[src/rtl/pfl_consts.svh]
// Purpose: Register offsets, field positions, reset values and timing counts
//          for the line period and switching frequency block.
// Assumes: Clock mclk at 40 MHz.
// Notes:   Included by its bare name.
`ifndef PFL_CONSTS_SVH
`define PFL_CONSTS_SVH

`define PFL_ADDR_BUS_POWER_CMD 16'h0001
`define PFL_ADDR_POWER_SRC 16'h0002
`define PFL_ADDR_FREQ_SEL 16'hfe1b
`define PFL_ADDR_LEVEL_CFG 16'hfe25
`define PFL_ADDR_AVG_READ 16'hfe26
`define PFL_ADDR_PERIOD_FLOOR 16'hfe27
`define PFL_ADDR_PERIOD_CEIL 16'hfe28
`define PFL_ADDR_PERIOD_READ 16'hfe85

`define PFL_SRC_POL_BIT 1
`define PFL_SRC_CMD_EN_BIT 2
`define PFL_SRC_PIN_EN_BIT 3
`define PFL_CMD_ON_BIT 7

`define PFL_RST_BUS_POWER_CMD 8'h00
`define PFL_RST_POWER_SRC 8'h0a
`define PFL_RST_FREQ_SEL 8'h00
`define PFL_RST_LEVEL_CFG 8'h20
`define PFL_RST_PERIOD_FLOOR 8'h46
`define PFL_RST_PERIOD_CEIL 8'h6e

`define PFL_MCLK_PERIOD_NS 25
`define PFL_STARTUP_TIME_MS 40
`define PFL_PERIOD_LSB_US 100
`define PFL_PERIOD_LSB_CYCLES (`PFL_PERIOD_LSB_US * 1000 / `PFL_MCLK_PERIOD_NS)

`endif

[src/rtl/pfl_pkg.sv]
// Purpose: Types of the line period and switching frequency block.
// Assumes: Nothing beyond the constants header.
// Notes:   All block state is one packed struct.
package pfl_pkg;

	typedef enum logic [1:0]
	{
		PFL_IDLE = 2'b00,
		PFL_ARM = 2'b01,
		PFL_MEAS = 2'b10
	} pfl_phase_t;

	typedef struct packed
	{
		logic [7:0] bus_cmd;
		logic [7:0] src_cfg;
		logic [7:0] freq_sel;
		logic [7:0] level_cfg;
		logic [7:0] floor_cfg;
		logic [7:0] ceil_cfg;
		logic [7:0] rdata;
		logic pin_s1;
		logic pin_s2;
		logic conv_on;
		pfl_phase_t phase;
		logic [31:0] start_cnt;
		logic startup_done;
		logic above;
		logic [31:0] stamp;
		logic [31:0] last_cross;
		logic [11:0] pre_cnt;
		logic [8:0] unit_cnt;
		logic [7:0] period;
		logic [6:0] avg;
		logic [22:0] acc;
		logic [15:0] nsamp;
		logic div_busy;
		logic [4:0] div_idx;
		logic [22:0] div_num;
		logic [15:0] div_den;
		logic [16:0] div_rem;
		logic [22:0] div_quo;
		logic [31:0] zc_stamp;
		logic zc_pulse;
		logic half_tick;
		logic [15:0] freq_10hz;
	} pfl_state_t;

endpackage

[src/rtl/pfl_line_detect.sv]
// Purpose: Switching frequency selection, power-on source selection and
//          ac line period / zero crossing measurement of a PFC controller.
// Assumes: Line sense samples arrive on mclk with a one-cycle valid strobe;
//          the power-on request pin is asynchronous.
// Notes:   Period LSB is 100 us; half_cycle_tick paces line-cycle sequencing.
`timescale 1ns/1ps
`include "pfl_consts.svh"

module pfl_line_detect
#(
	parameter int unsigned STARTUP_CYCLES = `PFL_STARTUP_TIME_MS * 1000000 / `PFL_MCLK_PERIOD_NS
)
(
	input wire logic mclk,
	input wire logic rst,
	input wire logic power_on_request,
	input wire logic [6:0] rectified_line_sense,
	input wire logic sense_valid,
	input wire logic [15:0] reg_addr,
	input wire logic [7:0] reg_wdata,
	input wire logic reg_wr,
	input wire logic reg_rd,
	output logic [7:0] reg_rdata,
	output logic converter_on,
	output logic [15:0] switching_freq_10hz,
	output logic [7:0] line_period,
	output logic [6:0] line_average,
	output logic half_cycle_tick,
	output logic zero_cross_pulse,
	output logic [31:0] zero_cross_stamp
);

	localparam logic [11:0] LSB_CYCLES = 12'(`PFL_PERIOD_LSB_CYCLES);

	// Frequency in 10 Hz units, indexed by the six-bit code
	localparam logic [15:0] FREQ_TABLE [64] = '{
		16'd3005, 16'd3255, 16'd3551, 16'd3906, 16'd4340, 16'd4883, 16'd5206, 16'd5580,
		16'd6010, 16'd6510, 16'd7102, 16'd7813, 16'd8681, 16'd9766, 16'd10081, 16'd10417,
		16'd10776, 16'd11161, 16'd11574, 16'd12019, 16'd12500, 16'd13021, 16'd13587, 16'd14205,
		16'd14881, 16'd15625, 16'd16447, 16'd17361, 16'd18382, 16'd19531, 16'd19841, 16'd20161,
		16'd20492, 16'd20833, 16'd21186, 16'd21552, 16'd21930, 16'd22321, 16'd22727, 16'd23148,
		16'd23585, 16'd24038, 16'd24510, 16'd25000, 16'd25510, 16'd26042, 16'd26596, 16'd27174,
		16'd27778, 16'd28409, 16'd29070, 16'd29762, 16'd30488, 16'd31250, 16'd32051, 16'd32895,
		16'd33784, 16'd34722, 16'd35714, 16'd36765, 16'd37879, 16'd39063, 16'd40323, 16'd40323
	};

	pfl_pkg::pfl_state_t r_reg;
	pfl_pkg::pfl_state_t r_next;

	always_comb
	begin
		logic pin_active;
		logic [6:0] thr;
		logic falling;
		logic timeout;
		logic end_interval;
		logic [31:0] interval;
		logic [16:0] trial;
		pin_active = 1'b0;
		thr = 7'h00;
		falling = 1'b0;
		timeout = 1'b0;
		end_interval = 1'b0;
		interval = 32'h0;
		trial = 17'h0;
		r_next = r_reg;
		r_next.zc_pulse = 1'b0;
		r_next.half_tick = 1'b0;
		// Two flops on the asynchronous power-on pin; only pin_s2 feeds logic
		r_next.pin_s1 = power_on_request;
		r_next.pin_s2 = r_reg.pin_s1;
		// Stamp wraps freely; modulo subtraction keeps intervals right across a wrap
		r_next.stamp = r_reg.stamp + 32'h1;
		r_next.freq_10hz = FREQ_TABLE[r_reg.freq_sel[5:0]];

		// Read-only and unmapped offsets fall to default, so writes there are dropped
		if (reg_wr)
		begin
			case (reg_addr)
				`PFL_ADDR_BUS_POWER_CMD: r_next.bus_cmd = reg_wdata;
				`PFL_ADDR_POWER_SRC: r_next.src_cfg = reg_wdata;
				`PFL_ADDR_FREQ_SEL: r_next.freq_sel = reg_wdata;
				`PFL_ADDR_LEVEL_CFG: r_next.level_cfg = reg_wdata;
				`PFL_ADDR_PERIOD_FLOOR: r_next.floor_cfg = reg_wdata;
				`PFL_ADDR_PERIOD_CEIL: r_next.ceil_cfg = reg_wdata;
				default: r_next.bus_cmd = r_reg.bus_cmd;
			endcase
		end
		// Read data is registered and holds until the next read strobe
		if (reg_rd)
		begin
			case (reg_addr)
				`PFL_ADDR_BUS_POWER_CMD: r_next.rdata = r_reg.bus_cmd;
				`PFL_ADDR_POWER_SRC: r_next.rdata = r_reg.src_cfg;
				`PFL_ADDR_FREQ_SEL: r_next.rdata = r_reg.freq_sel;
				`PFL_ADDR_LEVEL_CFG: r_next.rdata = r_reg.level_cfg;
				`PFL_ADDR_AVG_READ: r_next.rdata = {1'b0, r_reg.avg};
				`PFL_ADDR_PERIOD_FLOOR: r_next.rdata = r_reg.floor_cfg;
				`PFL_ADDR_PERIOD_CEIL: r_next.rdata = r_reg.ceil_cfg;
				`PFL_ADDR_PERIOD_READ: r_next.rdata = r_reg.period;
				default: r_next.rdata = 8'h00;
			endcase
		end

		// Polarity bit set means the pin is active high
		pin_active = (r_reg.pin_s2 == r_reg.src_cfg[`PFL_SRC_POL_BIT]);
		r_next.conv_on = (r_reg.src_cfg[`PFL_SRC_PIN_EN_BIT] & pin_active)
			| (r_reg.src_cfg[`PFL_SRC_CMD_EN_BIT] & r_reg.bus_cmd[`PFL_CMD_ON_BIT]);

		if (!r_reg.conv_on)
		begin
			// Nothing is measured until power-on is requested
			r_next.phase = pfl_pkg::PFL_IDLE;
			r_next.start_cnt = 32'h0;
			r_next.startup_done = 1'b0;
			r_next.above = 1'b0;
			r_next.pre_cnt = 12'h0;
			r_next.unit_cnt = 9'h0;
			r_next.acc = 23'h0;
			r_next.nsamp = 16'h0;
		end
		else
		begin
			if (r_reg.start_cnt == STARTUP_CYCLES)
			begin
				r_next.startup_done = 1'b1;
			end
			else
			begin
				r_next.start_cnt = r_reg.start_cnt + 32'h1;
			end
			if (r_reg.pre_cnt == LSB_CYCLES - 12'h1)
			begin
				r_next.pre_cnt = 12'h0;
				// Saturate so a long dead line cannot wrap into a valid-looking period
				if (r_reg.unit_cnt != 9'h1ff)
				begin
					r_next.unit_cnt = r_reg.unit_cnt + 9'h1;
				end
			end
			else
			begin
				r_next.pre_cnt = r_reg.pre_cnt + 12'h1;
			end

			// Fixed threshold while starting, half-period average after
			thr = r_reg.startup_done ? r_reg.avg : r_reg.level_cfg[6:0];
			if (sense_valid)
			begin
				falling = r_reg.above && (rectified_line_sense < thr);
				r_next.above = (rectified_line_sense >= thr);
				if (r_reg.acc <= 23'h7fffff - 23'h7f && r_reg.nsamp != 16'hffff)
				begin
					r_next.acc = r_reg.acc + {16'h0, rectified_line_sense};
					r_next.nsamp = r_reg.nsamp + 16'h1;
				end
			end
			// Strictly above the ceiling, so a period equal to the ceiling still counts
			timeout = (r_reg.unit_cnt > {1'b0, r_reg.ceil_cfg});
			unique case (r_reg.phase)
				pfl_pkg::PFL_IDLE:
				begin
					r_next.phase = pfl_pkg::PFL_ARM;
					r_next.pre_cnt = 12'h0;
					r_next.unit_cnt = 9'h0;
				end
				pfl_pkg::PFL_ARM:
				begin
					if (falling)
					begin
						r_next.phase = pfl_pkg::PFL_MEAS;
						r_next.last_cross = r_reg.stamp;
						end_interval = 1'b1;
					end
					else if (timeout)
					begin
						r_next.period = r_reg.ceil_cfg;
						r_next.half_tick = 1'b1;
						end_interval = 1'b1;
					end
				end
				pfl_pkg::PFL_MEAS:
				begin
					if (falling)
					begin
						if (r_reg.unit_cnt > {1'b0, r_reg.ceil_cfg}
							|| r_reg.unit_cnt < {1'b0, r_reg.floor_cfg})
						begin
							r_next.period = r_reg.ceil_cfg;
						end
						else
						begin
							r_next.period = r_reg.unit_cnt[7:0];
						end
						interval = r_reg.stamp - r_reg.last_cross;
						r_next.zc_stamp = r_reg.stamp - {1'b0, interval[31:1]};
						r_next.zc_pulse = 1'b1;
						r_next.half_tick = 1'b1;
						r_next.last_cross = r_reg.stamp;
						end_interval = 1'b1;
					end
					else if (timeout)
					begin
						// Lost line: fall back to ceiling and hunt again
						r_next.period = r_reg.ceil_cfg;
						r_next.half_tick = 1'b1;
						r_next.phase = pfl_pkg::PFL_ARM;
						end_interval = 1'b1;
					end
				end
				default: r_next.phase = pfl_pkg::PFL_IDLE;
			endcase
			if (end_interval)
			begin
				r_next.pre_cnt = 12'h0;
				r_next.unit_cnt = 9'h0;
				// The crossing sample opens the new half period, so no sample is lost
				r_next.acc = sense_valid ? {16'h0, rectified_line_sense} : 23'h0;
				r_next.nsamp = sense_valid ? 16'h1 : 16'h0;
				// A division still running is abandoned for the newer half period only when the half period just ended holds samples
				if (r_reg.nsamp != 16'h0)
				begin
					r_next.div_busy = 1'b1;
					r_next.div_idx = 5'd22;
					r_next.div_num = r_reg.acc;
					r_next.div_den = r_reg.nsamp;
					r_next.div_rem = 17'h0;
					r_next.div_quo = 23'h0;
				end
			end
		end

		// Bit-serial divide keeps the average cheap; result lands 23 cycles later
		if (r_reg.div_busy && !(r_reg.conv_on && end_interval))
		begin
			trial = {r_reg.div_rem[15:0], r_reg.div_num[r_reg.div_idx]};
			r_next.div_quo = r_reg.div_quo;
			if (trial >= {1'b0, r_reg.div_den})
			begin
				r_next.div_rem = trial - {1'b0, r_reg.div_den};
				r_next.div_quo[r_reg.div_idx] = 1'b1;
			end
			else
			begin
				r_next.div_rem = trial;
			end
			if (r_reg.div_idx == 5'd0)
			begin
				r_next.div_busy = 1'b0;
				r_next.avg = (r_next.div_quo > 23'h7f) ? 7'h7f : r_next.div_quo[6:0];
			end
			else
			begin
				r_next.div_idx = r_reg.div_idx - 5'd1;
			end
		end
	end

	always_ff @(posedge mclk or posedge rst)
	begin
		if (rst)
		begin
			r_reg <= '0;
			r_reg.bus_cmd <= `PFL_RST_BUS_POWER_CMD;
			r_reg.src_cfg <= `PFL_RST_POWER_SRC;
			r_reg.freq_sel <= `PFL_RST_FREQ_SEL;
			r_reg.level_cfg <= `PFL_RST_LEVEL_CFG;
			r_reg.floor_cfg <= `PFL_RST_PERIOD_FLOOR;
			r_reg.ceil_cfg <= `PFL_RST_PERIOD_CEIL;
			// Readers see the ceiling fallback before any measurement completes
			r_reg.period <= `PFL_RST_PERIOD_CEIL;
			r_reg.phase <= pfl_pkg::PFL_IDLE;
		end
		else
		begin
			r_reg <= r_next;
		end
	end

	assign reg_rdata = r_reg.rdata;
	assign converter_on = r_reg.conv_on;
	assign switching_freq_10hz = r_reg.freq_10hz;
	assign line_period = r_reg.period;
	assign line_average = r_reg.avg;
	assign half_cycle_tick = r_reg.half_tick;
	assign zero_cross_pulse = r_reg.zc_pulse;
	assign zero_cross_stamp = r_reg.zc_stamp;

endmodule

[config.mk]
export PLATFORM = sky130hd
export DESIGN_NAME = pfl_line_detect
export DESIGN_NICKNAME = d
export VERILOG_FILES = /design/src/rtl/pfl_pkg.sv /design/src/rtl/pfl_line_detect.sv
export VERILOG_INCLUDE_DIRS = /design/src /design/src/rtl
export SDC_FILE = /design/constraint.sdc
export NUM_CORES = 1
export LEC_CHECK = 0
export ABC_AREA = 1
export BUFFER_PORTS_ARGS = -buffer_cell sky130_fd_sc_hd__buf_2
export CAP_MARGIN = 40
export CORE_ASPECT_RATIO = 1.25
export CORE_MARGIN = 2
export CORE_UTILIZATION = 40
export DETAILED_ROUTE_END_ITERATION = 12
export PLACE_DENSITY = 0.55
export SETUP_SLACK_MARGIN = 0.15
export SLEW_MARGIN = 25
export SYNTH_ARGS = -nofsm -noshare
export SYNTH_HDL_FRONTEND = slang
export SYNTH_SLANG_ARGS = --single-unit
[constraint.sdc]
create_clock -name mclk -period 29.8 [get_ports mclk]
set_input_delay 5.96 -clock mclk [delete_from_list [all_inputs] [get_ports mclk]]
set_output_delay 5.96 -clock mclk [all_outputs]
set_load 0.01 [all_outputs]
After elaboration in Yosys (flattened, before gate mapping). Memories as Yosys holds them, arrays and structs flattened. A register that Yosys moved wholly into a read port is not among the register bits. Cells that the tools add are included. Widths: inputs -> output; s select.

Logic and storage cells: 164. ROM bits: 1024. Input bits: 37. Latch bits: 0. Bits in registers: 352. Memory bits (writable): 0. Memories kept: 1.

Reductions and logical operators: 30. Add/subtract/negate cells: 10. Muxes and demuxes: 52. Magnitude comparators: 9. Eq/ne operators: 26. Shift-type cells: 0. Multipliers: 0. Div/mod/pow operators: 0. Bitwise logic cells: 5.

Memory list: (name not given) (depth 64, width 16, rd ports 1, clocked after Yosys merged registers in 1, write ports 0, line pfl_line_detect.sv:74) `r_next.freq_10hz = FREQ_TABLE[r_reg.freq_sel[5:0]];`.

Operator list (count): $mux 39 (4); $mux 124 (1); $mux 119 (1); $eq 16x16->1 const B (6); $mux 85 (1); $mux 33 (2); $add 32x1->32 const B (2); $pmux 8 s8 (1); $mux 21 (3); $mux 23 (2); $mux 36 (1); $eq 32x21->1 const B (1); $mux 32 (1); $mux 8 (4); $sub 32x31->32 (1); $sub 32x32->32 (1); $add 23x7->23 (1); $gt 23x7->1 const B (1); $le 23x23->1 const B (1); $or 23x23->23 (1); $mux 7 (3); $mux 9 (2); $reduce_and 2->1 (9); $reduce_and 3->1 (6); 48 further kinds (76).

Depth between registers and ports, before layout.
Depth in word-level cells: 15. Gate-level depth with buffers: 25. Mapped depth without buffers: 25.

Worst setup path after synthesis. Ideal clock, no wire load.

Path kind: input -> register. Start: input rectified_line_sense[2]. End: register r_reg[130] (netlist bit). Path slack: 22.226 ns. Data arrival time: 7.461 ns. Buffers on the path: 1. Cell stages on the path: 14. Path through: ha_1 > a21oi_1 > o21ai_0 > nand2_1 > nand3_1 > nand2_2 > nand2_1 > nand2_1 > buf_2 > inv_2 > nand2_1 > nand3_1 > nand2_1 > inv_1.

RTL lines: from (decl) (line pfl_line_detect.sv:17) `input wire logic [6:0] rectified_line_sense,`; to (signal assigned) (line pfl_line_detect.sv:276) `r_reg <= r_next;`; to (decl) (line pfl_line_detect.sv:47) `pfl_pkg::pfl_state_t r_reg;`.

Worst setup path after layout.
Start: input rectified_line_sense[2]. End: register r_reg[135] (netlist bit).

Word-level cells in the longest chain between the ends: 9. Elaborated cells between the ends (all ways): 12. Those cells by class: 1 x order compare; 2 x eq/ne; 7 x mux; 2 x reduce/logical.

RTL lines: $lt 7x7->1 (*) (line pfl_line_detect.sv:150) `falling = r_reg.above && (rectified_line_sense < thr);`; $logic_and 1x1->1 (*) (line pfl_line_detect.sv:150); $mux 1 (*) (line pfl_line_detect.sv:148) `if (sense_valid)`; $mux 1 (*) (line pfl_line_detect.sv:110) `if (!r_reg.conv_on)`; $mux 1 (*) (line pfl_line_detect.sv:184) `if (falling)`; $mux 1 (*); $mux 1 (*) (line pfl_line_detect.sv:110); $ne 3x1->1 (no line) (tied with other cells); $reduce_and 2->1 (no line) or $mux 39 (tied branches).

Mark *: on every way between the ends. The rest lies on a longest branch, timed or not. The select of a mux whose other input is x is not followed. A chain may end at the register's enable or synchronous reset.

==> reports/metrics.cfg <==
[synth]
synth_top_area_cell=dfrtp_1
synthTopCellsByArea=dfrtp_1, nand2_1, ha_1
synth_top_area_share_pct=36.67
syn_area_mm2=0.02402
synth-seq-cells=368
yosysSeqAreaShare_pct=38.42
synthMostInstantiatedCell=nand2_1
ys.flop_type=dfrtp_1
async_flop_share_pct=100.0
synth_edf_count=0
synth_common_cells=nand2_1, inv_1, dfrtp_1, nor2_1, o21ai_0
syn-num-nets=3411
syn_inst=3237
yosysUniqueCellTypes=65
syn_avg_cell_area_um2=7.421
yosysWarningCount=0

[timing]
hold_viol_final=0
slew_violations=0
timing.final.crit_share_pct=27.80
setup_tns_ps=0
rsz0062_at_grt=no
max_freq_mhz=120.7
finClkSkew_ps=30.40
fin_crit_ps=8285
slew_headroom_pct=37.70
worst_pin_slew_ps=934.4
finalWorstSetupSlack_ps=21520
finalSetupViolCount=0
holdWs_ps=412.7

[die]
coreArea_mm2=0.05943
die_height_um=278.0
initial_utilization_pct=40.42
num_rows=100
dieArea_mm2=0.06205
ios=111
fp.dieW_um=223.2

[global_routing]
grt_antenna_before_repair=1
grt_usage_pct=22.61
grt_max_degree=163
gr-total-overflow=0
grt_pass1_wl_um=113200
grt_pass1_vias=21440

[worst_setup_path]
worstSetupStartpointType=primary input
crit_fanout=29
cp.required_ps=30270
rrSetupSlack_ps=25330
cp_num_buf_inv=1
critical_path_arrival_ps=8750
cp_top_family=simple AND/OR/NAND/NOR gates
crit_slowest_cell=nor2_1
r2r_start=r_reg[242]$_DFF_PP0_
rr_worst_depth=20
slowest_delay_ps=710
cp-end-kind=flop
path_common_cell=nand2_1
worstReg2RegEnd=zero_cross_stamp[26]$_DFFE_PP0P_
crit_chain=buf_2 -> ha_1 -> nand2_1 -> o21ai_0 -> nand2_1 -> nand3_1 -> nand2_2 -> nand2_4 -> nand2_2 -> nor2_1 -> nor2_2 -> o21ai_0 -> nand2_1
crit_type=primary input to flop
crit_path_start=rectified_line_sense[2]

[drt]
firstDrtPassIters=5
wire_per_inst_um=17.18
wl_um=69790
drt_iter0_markers=1615
via_count=21560
postRouteAntennaNets=0
vias_per_cell=5.306
drc=0

[finish]
drive_gt1_share_pct=8.462
largest_reg_flops=293
antennaDiodeCount=0
area_growth_pct=9.823
multi_input_area_mm2=0.01235
nFillCells=6091
seq_area_mm2=0.009229
utilization_pct=44.39
layout.nets=3436

[placement]
place_ws_ps=20890
portBuffers=110
gp_congestion=0.9404
dp_hpwl_um=53110

[cts]
cts_buffers=43
cts_sinks=368
cts.repair.resized=0
clock_tree.htree_level_count=2
post-cts-setup-buffers=0
clk_pin_slew_ps=60
ctsHoldBuffers=0
cts-root-buf=clkbuf_16
cts_tree=done
cts_max_path_buffers=3
insertion_delay_ps=590

[power_and_ir_drop]
power_density_mw_per_mm2=41.28
p_leak_nw=12.41
peakVddDrop_mv=0.03423

[worst_hold_path]
min_delay_path_depth=0
worstHoldPathType=flop to flop
holdPathEnd=r_reg[311]$_DFF_PP0_
hold_start=r_next[311]$_DFF_PP0_

[job]
max_cap_viol_count=0

[outcome]
status=complete, no violations

[final cells by class]
| cell class | count | share of cell area, % |
|---|---|---|
| well taps | 765 | 3.628 |
| flip-flops and latches | 368 | 34.98 |
| clock buffers | 57 | 4.581 |
| clock inverters | 23 | 1.195 |
| multi-input cells | 2303 | 46.81 |
| inverters | 423 | 6.047 |
| repair buffers | 123 | 2.760 |
[worst max-delay path by stage]
stage / endpoint / slack [ps] / cells after the start
floorplan: converter_on$_DFF_PP0_ / 13650 / 1
finish: r_reg[135]$_DFFE_PP0P_ / 21520 / 13
global route: r_reg[135]$_DFFE_PP0P_ / 21220 / 13
detailed placement: r_reg[135]$_DFFE_PP0P_ / 20890 / 13
CTS: r_reg[135]$_DFFE_PP0P_ / 21520 / 13
global placement: r_reg[135]$_DFFE_PP0P_ / 20520 / 13
[cells by family (layout without fill, tap and decap cells)]
logic type	count (synthesis)	after routing	synth area share (%)
AO/OA/AOI/OAI	652	652	15.18
XOR/XNOR	118	118	4.302
AND/OR/NAND/NOR	1396	1396	24.59
flip-flops	368	368	38.42
buffers and inverters	566	626	10.25
adder cells (fa/ha/maj)	137	137	7.260
[worst reg2reg max path, cell delays in order, from the launching register on]
cell and delay (ps):
dfrtp_1 400, inv_2 100, nand2_1 90, fa_1 420, nand3_1 100, nand3_1 140
a21oi_1 250, o21bai_1 160, a21oi_1 320, o21ai_1 140, nand2_1 80, nand2_1 60
xnor2_1 130, ha_1 420, nand2_1 150, nor4_1 610, nand3_1 160, nand3_1 270
nand2_1 110, a21o_1 170, a31oi_1 120
[where the power goes]
group	switching, mW	internal [mW]
registers	0.000144	0.500
logic	0.0174	0.00480
clock network	0.227	0.340
total	0.244	0.845
[per-stage QoR]
step	std cells	power (mW)	instance area (µm²)
floorplan	3237	0.5218	24020
global placement	3976	0.5310	24740
detailed placement	3981	0.5324	24840
CTS	4061	1.107	26370
global route	4062	1.129	26380
finish	4062	1.089	26380
[layer usage]
| metal | track usage (%) | routed length (µm) | vias to the layer above |
|---|---|---|---|
| li1 | - | - | 10630 |
| met1 | 28.27 | 29900 | 10190 |
| met2 | 40.07 | 34310 | 582 |
| met3 | 2.882 | 3272 | 149 |
| met4 | 7.778 | 2301 | 2 |
| met5 | 0 | 13 | - |
[placed cells by master, fill, tap and decap left out, types with 35 or more instances in the layout]
master     Yosys  layout
inv_1        403     402
nand2_1      730     729
nand4_1       37      37
nor3_1        70      70
nor4_1        35      35
clkbuf_16      0      43
o21ai_1       54      54
nand3_1      130     129
o22ai_1       41      41
nor2_1       339     338
dfrtp_1      352     352
buf_2         21     110
ha_1         133     133
xor2_1        84      84
o21ai_0      240     240
a21oi_1      198     198
No activity file was read; power rests on OpenSTA's default activity.
